$ cat src/gxre_pkg.sv
// constants, codes and register map for the guest exit reason encoder
package gxre_pkg;
    // word layout
    localparam int WORD_W = 32;
    localparam int CODE_W = 16;
    localparam int VEC_W = 5;
    localparam int ADDR_W = 8;
    localparam int CNT_W = 16;

    // basic exit reason codes
    localparam logic [15:0] CODE_EXC_NMI = 16'h0000;
    localparam logic [15:0] CODE_EXT_IRQ = 16'h0001;
    localparam logic [15:0] CODE_TRIPLE = 16'h0002;
    localparam logic [15:0] CODE_INIT = 16'h0003;
    localparam logic [15:0] CODE_STARTUP_IPI = 16'h0004;
    localparam logic [15:0] CODE_MGMT_IRQ_IO = 16'h0005;
    localparam logic [15:0] CODE_MGMT_IRQ_OTHER = 16'h0006;
    localparam logic [15:0] CODE_IRQ_WIN = 16'h0007;
    localparam logic [15:0] CODE_NMI_WIN = 16'h0008;
    localparam logic [15:0] CODE_TASK_SW = 16'h0009;
    localparam logic [15:0] CODE_IDENT_QUERY = 16'h000A;
    localparam logic [15:0] CODE_SAFER_MODE = 16'h000B;
    localparam logic [15:0] CODE_HALT = 16'h000C;
    localparam logic [15:0] CODE_CACHE_INV = 16'h000D;
    localparam logic [15:0] CODE_PAGE_INV = 16'h000E;
    localparam logic [15:0] CODE_PERF_RD = 16'h000F;
    localparam logic [15:0] CODE_TS_RD = 16'h0010;
    localparam logic [15:0] CODE_MGMT_RESUME = 16'h0011;
    localparam logic [15:0] CODE_HV_CALL = 16'h0012;
    localparam logic [15:0] CODE_STRUCT_CLEAR = 16'h0013;
    localparam logic [15:0] CODE_GUEST_LAUNCH = 16'h0014;
    localparam logic [15:0] CODE_PTR_LOAD = 16'h0015;
    localparam logic [15:0] CODE_PTR_STORE = 16'h0016;
    localparam logic [15:0] UPPER_ZERO = 16'h0000;

    // register offsets (byte addresses)
    localparam logic [7:0] OFS_CTRL = 8'h00;
    localparam logic [7:0] OFS_EXC_BITMAP = 8'h04;
    localparam logic [7:0] OFS_LAST_REASON = 8'h08;
    localparam logic [7:0] OFS_STATUS = 8'h0C;
    localparam logic [7:0] OFS_EXIT_COUNT = 8'h10;

    // control register bit positions
    localparam int CTRL_NMI_EXIT = 0;
    localparam int CTRL_EXT_IRQ_EXIT = 1;
    localparam int CTRL_IRQ_WIN_EXIT = 2;
    localparam int CTRL_NMI_WIN_EXIT = 3;
    localparam int CTRL_HALT_EXIT = 4;
    localparam int CTRL_PAGE_INV_EXIT = 5;
    localparam int CTRL_PERF_RD_EXIT = 6;
    localparam int CTRL_TS_RD_EXIT = 7;
    localparam int CTRL_W = 8;

    // status register bit positions
    localparam int STAT_EXIT_SEEN = 0;
    localparam int STAT_ENTRY_FAIL = 1;

    // reset values and the counter step
    localparam logic [7:0] CTRL_RST = 8'h00;
    localparam logic [31:0] BITMAP_RST = 32'h0000_0000;
    localparam logic [31:0] WORD_ZERO = 32'h0000_0000;
    localparam logic [15:0] CNT_ONE = 16'h0001;

    // decoded instruction kind from the core
    typedef enum logic [3:0] {
        INSN_NONE,
        INSN_IDENT_QUERY,
        INSN_SAFER_MODE,
        INSN_HALT,
        INSN_CACHE_INV_NOWB,
        INSN_PAGE_INV,
        INSN_PERF_RD,
        INSN_TS_RD,
        INSN_MGMT_RESUME,
        INSN_HV_CALL,
        INSN_STRUCT_CLEAR,
        INSN_GUEST_LAUNCH,
        INSN_PTR_LOAD,
        INSN_PTR_STORE
    } gxre_insn_e;
endpackage

$ cat src/gxre_encoder.sv
// guest exit reason encoder: classifies exit causes into the exit-reason word
//
// Design decisions made here: the address map and the strobed register port.
module gxre_encoder (
    input wire logic i_clk,
    input wire logic i_rstn,
    // register port
    input wire logic [gxre_pkg::ADDR_W-1:0] i_addr,
    input wire logic [gxre_pkg::WORD_W-1:0] i_wdata,
    input wire logic i_wr,
    input wire logic i_rd,
    output logic [gxre_pkg::WORD_W-1:0] o_rdata,
    // core state
    input wire logic i_guest_active,
    input wire logic i_in_system_mgmt_mode,
    input wire logic i_insn_boundary,
    input wire logic i_irq_enable_flag,
    input wire logic i_set_irq_enable_shadow,
    input wire logic i_ss_shadow,
    input wire logic i_virt_nmi_blocked,
    input wire logic i_wait_startup,
    // events
    input wire logic i_evt_exception,
    input wire logic [gxre_pkg::VEC_W-1:0] i_exc_vector,
    input wire logic i_evt_dbl_fault_fault,
    input wire logic i_evt_nmi,
    input wire logic i_evt_ext_irq,
    input wire logic i_evt_init,
    input wire logic i_evt_startup_ipi,
    input wire logic i_evt_mgmt_irq,
    input wire logic i_mgmt_irq_after_io,
    input wire logic i_evt_task_switch,
    input wire gxre_pkg::gxre_insn_e i_insn_kind,
    input wire logic i_monitor_hv_call,
    input wire logic i_entry_fail,
    input wire logic [gxre_pkg::CODE_W-1:0] i_entry_fail_code,
    // write toward the control structure
    output logic o_ctl_struct_wr,
    output logic [gxre_pkg::WORD_W-1:0] o_ctl_struct_data
);
    import gxre_pkg::*;

    logic [CTRL_W-1:0] ctrl_r;
    logic [WORD_W-1:0] bitmap_r;
    logic [WORD_W-1:0] last_r;
    logic seen_r;
    logic fail_r;
    logic [CNT_W-1:0] cnt_r;
    logic wr_r;
    logic [WORD_W-1:0] data_r;
    logic [WORD_W-1:0] rdata_r;

    // register decode
    wire wr_ctrl = i_wr && (i_addr == OFS_CTRL);
    wire wr_bitmap = i_wr && (i_addr == OFS_EXC_BITMAP);
    wire wr_status = i_wr && (i_addr == OFS_STATUS);
    wire wr_count = i_wr && (i_addr == OFS_EXIT_COUNT);

    // guest-side causes; events outside guest mode do not exit
    wire g = i_guest_active;
    wire exc_bit = bitmap_r[i_exc_vector];
    // instruction faults arrive here as plain vectors, no special case
    wire hit_exc = g && i_evt_exception && exc_bit;
    wire hit_dbl = g && i_evt_dbl_fault_fault;
    wire hit_nmi = g && i_evt_nmi && ctrl_r[CTRL_NMI_EXIT];
    wire hit_ext = g && i_evt_ext_irq && ctrl_r[CTRL_EXT_IRQ_EXIT];
    wire hit_init = g && i_evt_init;
    wire hit_startup = g && i_evt_startup_ipi && i_wait_startup;
    wire hit_mgmt = g && i_evt_mgmt_irq;
    wire irq_win_open = i_insn_boundary && i_irq_enable_flag
        && !i_set_irq_enable_shadow && !i_ss_shadow;
    wire hit_irq_win = g && irq_win_open && ctrl_r[CTRL_IRQ_WIN_EXIT];
    wire nmi_win_open = i_insn_boundary && !i_virt_nmi_blocked && !i_ss_shadow;
    wire hit_nmi_win = g && nmi_win_open && ctrl_r[CTRL_NMI_WIN_EXIT];
    wire hit_task = g && i_evt_task_switch;

    // instruction decode into a code, gated by its control where one exists
    logic insn_hit;
    logic [CODE_W-1:0] insn_code;
    always_comb begin
        insn_hit = 1'b0;
        insn_code = CODE_EXC_NMI;
        case (i_insn_kind)
            INSN_IDENT_QUERY: begin
                insn_hit = 1'b1;
                insn_code = CODE_IDENT_QUERY;
            end
            INSN_SAFER_MODE: begin
                insn_hit = 1'b1;
                insn_code = CODE_SAFER_MODE;
            end
            INSN_CACHE_INV_NOWB: begin
                insn_hit = 1'b1;
                insn_code = CODE_CACHE_INV;
            end
            INSN_HALT: begin
                insn_hit = ctrl_r[CTRL_HALT_EXIT];
                insn_code = CODE_HALT;
            end
            INSN_PAGE_INV: begin
                insn_hit = ctrl_r[CTRL_PAGE_INV_EXIT];
                insn_code = CODE_PAGE_INV;
            end
            INSN_PERF_RD: begin
                insn_hit = ctrl_r[CTRL_PERF_RD_EXIT];
                insn_code = CODE_PERF_RD;
            end
            INSN_TS_RD: begin
                insn_hit = ctrl_r[CTRL_TS_RD_EXIT];
                insn_code = CODE_TS_RD;
            end
            INSN_MGMT_RESUME: begin
                insn_hit = i_in_system_mgmt_mode;
                insn_code = CODE_MGMT_RESUME;
            end
            INSN_HV_CALL: begin
                insn_hit = 1'b1;
                insn_code = CODE_HV_CALL;
            end
            INSN_STRUCT_CLEAR: begin
                insn_hit = 1'b1;
                insn_code = CODE_STRUCT_CLEAR;
            end
            INSN_GUEST_LAUNCH: begin
                insn_hit = 1'b1;
                insn_code = CODE_GUEST_LAUNCH;
            end
            INSN_PTR_LOAD: begin
                insn_hit = 1'b1;
                insn_code = CODE_PTR_LOAD;
            end
            INSN_PTR_STORE: begin
                insn_hit = 1'b1;
                insn_code = CODE_PTR_STORE;
            end
            default: begin
                insn_hit = 1'b0;
                insn_code = CODE_EXC_NMI;
            end
        endcase
    end

    // the monitor's call exits from management mode, not from the guest
    wire hit_insn = g && insn_hit;
    wire hit_mon = i_monitor_hv_call;

    // priority: init, mgmt irq, double fault, exception, nmi, ext irq,
    // startup ipi, nmi window, irq window, task switch, insn, monitor call.
    // only one cause is written per cycle; lower ones are dropped and must
    // be re-raised by the core once the guest is resumed
    wire [CODE_W-1:0] mgmt_code =
        i_mgmt_irq_after_io ? CODE_MGMT_IRQ_IO : CODE_MGMT_IRQ_OTHER;
    // an intercepted fault during double-fault delivery is an exception exit
    wire [CODE_W-1:0] dbl_code = exc_bit ? CODE_EXC_NMI : CODE_TRIPLE;
    wire [CODE_W-1:0] sel_code =
        hit_init ? CODE_INIT :
        hit_mgmt ? mgmt_code :
        hit_dbl ? dbl_code :
        hit_exc ? CODE_EXC_NMI :
        hit_nmi ? CODE_EXC_NMI :
        hit_ext ? CODE_EXT_IRQ :
        hit_startup ? CODE_STARTUP_IPI :
        hit_nmi_win ? CODE_NMI_WIN :
        hit_irq_win ? CODE_IRQ_WIN :
        hit_task ? CODE_TASK_SW :
        hit_insn ? insn_code :
        hit_mon ? CODE_HV_CALL :
        i_entry_fail_code;
    wire exit_any = hit_init || hit_mgmt || hit_dbl || hit_exc || hit_nmi || hit_ext
        || hit_startup || hit_nmi_win || hit_irq_win || hit_task || hit_insn || hit_mon;
    // entry failures cannot coincide with a guest exit; exits win if they do
    wire fail_only = i_entry_fail && !exit_any;
    wire rec = exit_any || i_entry_fail;
    wire [WORD_W-1:0] word_nxt = {UPPER_ZERO, sel_code};

    // control structure write, one cycle after the cause
    always_ff @(posedge i_clk) begin
        if (!i_rstn) begin
            wr_r <= 1'b0;
            data_r <= WORD_ZERO;
        end else begin
            wr_r <= rec;
            data_r <= rec ? word_nxt : data_r;
        end
    end

    // software controls that steer interception
    always_ff @(posedge i_clk) begin
        if (!i_rstn) begin
            ctrl_r <= CTRL_RST;
            bitmap_r <= BITMAP_RST;
        end else begin
            ctrl_r <= wr_ctrl ? i_wdata[CTRL_W-1:0] : ctrl_r;
            bitmap_r <= wr_bitmap ? i_wdata : bitmap_r;
        end
    end

    // status: sticky seen bit is write-one-to-clear, a new record wins
    wire seen_nxt = rec || (seen_r && !(wr_status && i_wdata[STAT_EXIT_SEEN]));
    // counter write clears it; an exit in the same cycle leaves it at one
    wire [CNT_W-1:0] cnt_nxt = wr_count ? (rec ? CNT_ONE : '0) :
        (rec ? cnt_r + CNT_ONE : cnt_r);
    always_ff @(posedge i_clk) begin
        if (!i_rstn) begin
            seen_r <= 1'b0;
            fail_r <= 1'b0;
            cnt_r <= '0;
            last_r <= WORD_ZERO;
        end else begin
            seen_r <= seen_nxt;
            fail_r <= rec ? fail_only : fail_r;
            cnt_r <= cnt_nxt;
            last_r <= rec ? word_nxt : last_r;
        end
    end

    // read mux; unmapped addresses read zero
    wire [WORD_W-1:0] stat_word = {{(WORD_W-2){1'b0}}, fail_r, seen_r};
    wire [WORD_W-1:0] rd_mux =
        (i_addr == OFS_CTRL) ? {{(WORD_W-CTRL_W){1'b0}}, ctrl_r} :
        (i_addr == OFS_EXC_BITMAP) ? bitmap_r :
        (i_addr == OFS_LAST_REASON) ? last_r :
        (i_addr == OFS_STATUS) ? stat_word :
        (i_addr == OFS_EXIT_COUNT) ? {{(WORD_W-CNT_W){1'b0}}, cnt_r} :
        WORD_ZERO;

    // read data valid only in the cycle after the strobe
    always_ff @(posedge i_clk) begin
        if (!i_rstn) begin
            rdata_r <= WORD_ZERO;
        end else begin
            rdata_r <= i_rd ? rd_mux : WORD_ZERO;
        end
    end

    assign o_rdata = rdata_r;
    assign o_ctl_struct_wr = wr_r;
    assign o_ctl_struct_data = data_r;

    // higher-ranked causes, helper logic for the checks only
    wire hi_exc = hit_init || hit_mgmt || hit_dbl;
    wire hi_ext = hi_exc || hit_exc || hit_nmi;
    wire hi_win = hi_ext || hit_ext || hit_startup;
    wire hi_insn = hi_win || hit_nmi_win || hit_irq_win || hit_task;
    wire only_insn = g && !hi_insn && !i_monitor_hv_call && !i_entry_fail;
endmodule

$ cat config.mk
export PLATFORM = sky130hd
export DESIGN_NAME = gxre_encoder
export DESIGN_NICKNAME = d
export VERILOG_FILES = /design/src/gxre_pkg.sv /design/src/gxre_encoder.sv
export SDC_FILE = /design/constraint.sdc
export NUM_CORES = 1
export LEC_CHECK = 0
export ABC_AREA = 1
export BUFFER_PORTS_ARGS = -buffer_cell sky130_fd_sc_hd__buf_2
export CAP_MARGIN = 20
export CORE_MARGIN = 2
export CORE_UTILIZATION = 47
export CTS_CLUSTER_DIAMETER = 50
export CTS_CLUSTER_SIZE = 28
export DETAILED_ROUTE_END_ITERATION = 8
export PLACE_DENSITY = 0.77
export SYNTH_ARGS = -nofsm -noshare
export SYNTH_HDL_FRONTEND = slang
export SYNTH_SLANG_ARGS = --single-unit
$ cat constraint.sdc
create_clock -name i_clk -period 1.65 [get_ports i_clk]
set_input_delay 0.165 -clock i_clk [delete_from_list [all_inputs] [get_ports i_clk]]
set_output_delay 0.165 -clock i_clk [all_outputs]
set_load 0.005 [all_outputs]
==> results of run 1 <==
==> flip-flops by register name, indices dropped and copies added (netlist names) <==
signal,count
bitmap_r,32
cnt_r,16
ctrl_r,8
fail_r,1
last_r,16
o_ctl_struct_wr,1
o_rdata,32
seen_r,1
==> cells by family after synthesis <==
group,Yosys count,share of synthesized area [%]
buffers and inverters,143,12.4
other,1,0.0726
adders and majority gates,1,0.242
DFF,107,41.5
and+or+nand+nor,348,29.4
xor gates and xnor gates,7,1.19
AOI/OAI and AO/OA,141,15.2
==> metal layers <==
metal  GRT usage [%]  vias up  routed length, um
met4            6.78        0                381
met5               0        -                  0
met1            32.5     2546               6750
met2            41.4      271               7320
met3            6.87       42               1620
li1                -     2804                  -
==> synth_stat cells, types with 2 or more instances <==
library cell	n	area share [%]
buf_6	3	0.65
o21ai_0	64	6.2
inv_1	93	6.8
inv_2	2	0.15
o21ai_1	3	0.29
o211ai_1	15	2.2
o21bai_1	2	0.29
nand2_2	3	0.36
buf_2	9	0.87
clkbuf_1	17	1.2
o221ai_1	5	0.85
nor3_1	9	0.87
nor2_1	96	7.0
a21oi_1	47	4.6
nand3_1	82	7.9
nand4_1	4	0.48
buf_4	18	2.6
dfxtp_1	107	41
nand3_2	4	0.78
nor2_2	4	0.48
nor4_1	6	0.73
nand2_1	135	9.8
xor2_1	7	1.2
==> layout make-up <==
type	count	area [sq um]
multi-input combinational	514	2740
clock buffer	9	124
fill	939	3710
timing repair inverter	1	11.3
clock inverter	7	81.3
inverter	96	370
antenna	1	2.50
timing repair buffer	220	1420
tap	140	175
sequential	107	2160
==> power breakdown <==
group | internal, mW | total [mW] | switching (mW)
Sequential | 2.61 | 2.64 | 0.0259
Clock | 0.730 | 1.70 | 0.969
Combinational | 0.276 | 0.643 | 0.367
Total | 3.62 | 4.98 | 1.36
==> per-stage QoR <==
step	setup slack, ns	cells	instance area [sq um]	setup TNS [ns]	util [%]
after floorplan	0.00419	763	5230	0	-
after global placement	-0.123	1064	6420	-4.62	59.4
after detailed placement	-0.183	1064	6420	-7.39	59.4
after CTS	-0.0848	1083	6730	-1.46	62.4
after global routing	-0.234	1094	7080	-6.41	65.6
final	-0.142	1095	7090	-2.50	65.7
==> critical path, stage by stage, from the launching register on <==
cell	delay [ns]
dfxtp_2	0.33
o21ai_1	0.12
nand2_1	0.07
nand3_2	0.06
nand2_2	0.08
nand2_4	0.09
nand2_4	0.06
nor2_4	0.12
inv_1	0.09
nor2_4	0.15
nand2_2	0.11
buf_12	0.17
nand3_2	0.07
nand2_1	0.07
nor2_1	0.13
==> worst paths after layout <==
| kind | endpoint | startpoint |
|---|---|---|
| setup reg to reg | cnt_r[5]$_SDFFE_PN0P_ | ctrl_r[6]$_SDFFE_PN0P_ |
| hold reg to reg | o_rdata[19]$_SDFF_PP0_ | bitmap_r[19]$_SDFFE_PN0P_ |
| hold / removal | last_r[15]$_SDFFE_PN0P_ | i_entry_fail_code[15] |
| setup / recovery | cnt_r[5]$_SDFFE_PN0P_ | ctrl_r[6]$_SDFFE_PN0P_ |
==> what timing repair did <==
item | 4_1_cts | 5_1_grt
gates cloned | 1 | 3
endpoints found under the hold margin | 2 | 0
pin swaps | 11 | 42
setup buffers | 1 | 12
endpoints found under the setup margin | 33 | 35
resized for setup | 29 | 80
hold buffers | 2 | 0
==> results.yml, run 1 <==
floorplanning:
  io_pins: 153
  die_area_sq_mm: 0.0118
  core_region_area_sq_mm: 0.0108
  die_h_um: 109
  die_x_um: 109
  start_util_pct: 47.9
  placementRows: 38
yosys:
  synth.avg_cell_area_sq_um: 6.91
  ys_seq_elements: 107
  synth_edf_count: 0
  synth-async-reset-ratio_pct: 0
  synth.distinct_cells: 36
  synth_seq_area_share_pct: 41.5
  yosysWarnings: 0
  synth_ff_type: "dfxtp_1"
  synthCells: 748
  netlist_area_sq_mm: 0.00517
place:
  port_buffers: 136
  hpwl_um: 11300
  place_congestion: 0.985
drt:
  drc: 0
  first_iter_violations: 538
  routedWlPerCell_um: 14.7
  drt_pass1_iterations: 5
  num_vias: 5663
  ant_nets: 0
  wl_um: 16100
  viasPerCell: 5.17
clock_tree:
  cts.sink_count: 107
  clk_latency_ns: 0.38
  clock_path_buffers: 2
  cts-buffers-inserted: 9
  htreeDepth: 3
  cts_tree: "yes"
  path_clk_slew_ns: 0.10
  root_buffer: "clkbuf_8"
timing:
  finalSetupViolations: 33
  timing.final.crit_share_pct: 109
  rsz0062_at_grt: "true"
  finalHoldViolations: 0
  finalCriticalPeriod_ns: 1.79
  setup_ws_ns: -0.142
  fin_skew_ns: 0.0117
  max_freq_mhz: 558
  fin_hold_ws_ns: 0.00120
  worstMarginPinSlew_ns: 0.632
  slew_viol_final: 0
  relSlewSlack_pct: 57.7
critical_path:
  crit_fanout: 19
  r2r_cells: 14
  crit_path_start_kind: "flip-flop"
  path_class: "reg -> reg"
  crit_arrival_ns: 2.11
  cp-end-kind: "flip-flop"
  cp.required_ns: 1.97
  r2r_setup_slack_ns: -0.14
grt:
  grt_overflow: 0
  grt_usage_pct: 25.1
  grt_pass1_vias: 5088
  grt_pass1_wl_um: 23500
  grt_max_degree: 39
  antenna_found_initial: 1
min_path:
  hold_path.class: "in -> reg"
  hold_path_depth: 3
power_and_ir_drop:
  finalPower_mw: 4.98
  max-vdd-ir-drop_v: 0.000410
  p_leak_nw: 3.40
  power.density_mw_per_mm2: 702
finish:
  final_cell_mix: "buf_2, nand2_1, inv_1, nor2_1, dfxtp_1"
  layout.nets: 1038
  layout_commonest_cell: "buf_2"
  drive_above_1_share_pct: 34.1
  area_delta_synth_final_pct: 37.2
status:
  violations: "negative setup slack"
  outcome: "finished with violations"
flow_run:
  maxCapViolations: 0
Note: power is estimated with default switching activity, not from simulation.
==> run 2, diff against run 1 <==
- BUFFER_PORTS_ARGS: -buffer_cell sky130_fd_sc_hd__buf_2 -> -buffer_cell sky130_fd_sc_hd__clkbuf_2
==> run 2 against run 1 <==
Effect of this change:
- the flow still finishes with violations (negative setup slack)
- highest routed layer unchanged
- register-to-register slack gained 0.05 ns
- final area is 2.3% lower
- largest power group unchanged
- sequential power about the same
- hold slack better by 0.0064 ns
- critical path type unchanged
==> results.yml, run 2 (same netlist as run 1, synthesis figures left out) <==
finish:
  area_delta_synth_final_pct: 33.9
  drive_above_1_share_pct: 31.1
  antenna_cells: 0
  layout_commonest_cell: "clkbuf_2"
  final_cell_mix: "clkbuf_2, nand2_1, nor2_1"
  layout.nets: 1033
  n_fill_cell: 972
  instances_no_fill: 1089
  design_area_sq_mm: 0.00692
power_and_ir_drop:
  max-vdd-ir-drop_v: 0.000505
  clock_power_share_pct: 36.4
  p_comb_share_pct: 11.9
  power.density_mw_per_mm2: 735
  internal_power_mw: 3.76
  finalPower_mw: 5.09
  p_seq_share_pct: 51.7
  switching_power_mw: 1.33
  switching_share_pct: 26.2
  p_leak_nw: 3.28
critical_path:
  cp-end-kind: "flip-flop"
  cp.required_ns: 1.91
  crit_arrival_ns: 2.01
  path_class: "reg -> reg"
  crit_fanout: 5
  crit_path_start_kind: "flip-flop"
place:
  dp.cells: 1062
  place_congestion: 0.995
  port_buffers: 136
  placed_cell_area_sq_mm: 0.00639
  hpwl_um: 11300
drt:
  drt_pass1_iterations: 5
  viasPerCell: 5.12
  ant_nets: 0
  num_vias: 5580
  drc: 0
  first_iter_violations: 559
  routedWlPerCell_um: 13.9
  wl_um: 15200
status:
  outcome: "finished with violations"
  violations: "negative setup slack"
timing:
  finalSetupViolations: 30
  fin_skew_ns: 0.0142
  setup_tns_ns: -1.34
  worstMarginPinSlew_ns: 0.719
  relSlewSlack_pct: 51.9
  setup_ws_ns: -0.0953
  finalCriticalPeriod_ns: 1.75
  timing.final.crit_share_pct: 106
  finalHoldViolations: 0
  rsz0062_at_grt: "true"
  slew_viol_final: 0
  max_freq_mhz: 573
clock_tree:
  root_buffer: "clkbuf_8"
  htreeDepth: 3
  cts-buffers-inserted: 9
  cts.sink_count: 107
  clk_latency_ns: 0.38
  cts_tree: "yes"
  path_clk_slew_ns: 0.11
  clock_path_buffers: 2
floorplanning:
  io_pins: 153
  start_util_pct: 47.9
  placementRows: 38
  core_region_area_sq_mm: 0.0108
  die_x_um: 109
  die_area_sq_mm: 0.0118
  die_h_um: 109
grt:
  grt_pass1_wl_um: 23900
  grt_pass1_vias: 5017
  grt_max_degree: 41
  antenna_found_initial: 0
  grt_overflow: 0
  grt_usage_pct: 25.5
flow_run:
  maxCapViolations: 0
min_path:
  hold_path.class: "in -> reg"
run 2: cell count changes in the layout (fill, tap and decap cells not counted), sizes merged, moves of 2 or more:
cell,previous run,this run
clkbuf,9,145
inv,101,99
clkinvlp,0,2
buf,218,78
run 2: worst paths after layout:
kind | endpoint | startpoint | slack (ns) | cells after the start
setup / recovery | seen_r$_SDFF_PN0_ | ctrl_r[4]$_SDFFE_PN0P_ | -0.1 | 13
hold / removal | bitmap_r[15]$_SDFFE_PN0P_ | i_wdata[15] | 0.008 | 3
setup reg to reg | seen_r$_SDFF_PN0_ | ctrl_r[4]$_SDFFE_PN0P_ | -0.1 | 13
hold reg to reg | o_rdata[28]$_SDFF_PP0_ | bitmap_r[28]$_SDFFE_PN0P_ | 0.46 | 2
run 2: layout make-up:
class,instances,area [sq um],area share [%]
Clock buffer,9,124,1.79
Timing Repair Buffer,215,1340,19.3
Inverter,96,368,5.32
Clock inverter,7,108,1.56
Multi-Input combinational cell,514,2640,38.2
Tap cell,140,175,2.53
Timing Repair inverter,1,7.51,0.108
Sequential cell,107,2160,31.2
run 2: routing by layer:
metal  vias up  track usage (%)  part of all wire (%)
met5         -                0                     0
met1      2494             34.6                    44
met2       270             41.5                    46
met4         0             5.95                   1.3
met3        19             5.50                   9.0
li1       2797                -                     -
run 2: power groups by stage:
stage | Sequential (mW) | Clock (mW) | Combinational, mW
floorplan | 2.69 | 0 | 0.301
global placement | 2.69 | 0 | 0.540
detailed placement | 2.69 | 0 | 0.544
CTS | 2.63 | 1.86 | 0.579
global route | 2.64 | 1.99 | 0.672
finish | 2.63 | 1.85 | 0.604
run 2: worst max-delay path, stage by stage, from the launching register on:
cell and delay, ns:
dfxtp_1 0.31, inv_1 0.06, nand2_1 0.07, o21ai_2 0.14, a21oi_2 0.10, nand2_4 0.09
nand2_4 0.05, nor2_4 0.12, nand4_4 0.13, nor2_4 0.16, buf_6 0.14, buf_6 0.12
buf_4 0.11, a21oi_1 0.05
run 2: timing repair:
item / 4_1_cts / 5_1_grt
hold buffers: 1 / 0
buffers inserted: 4 / 5
endpoints found under the hold margin: 1 / 0
gates resized for setup: 38 / 29
gates cloned: 3 / 0
setup endpoints to repair: 34 / 35
pin swaps: 26 / 18
run 2: stage by stage:
stage,utilization [%],hold slack [ns],setup WS (ns)
2_1_floorplan,-,0.294,0.00419
3_3_place_gp,59.2,0.387,-0.157
3_5_place_dp,59.2,0.389,-0.204
4_1_cts,62.9,0.00222,-0.0596
5_1_grt,64.1,0.0120,-0.232
6_report,64.1,0.00760,-0.0953
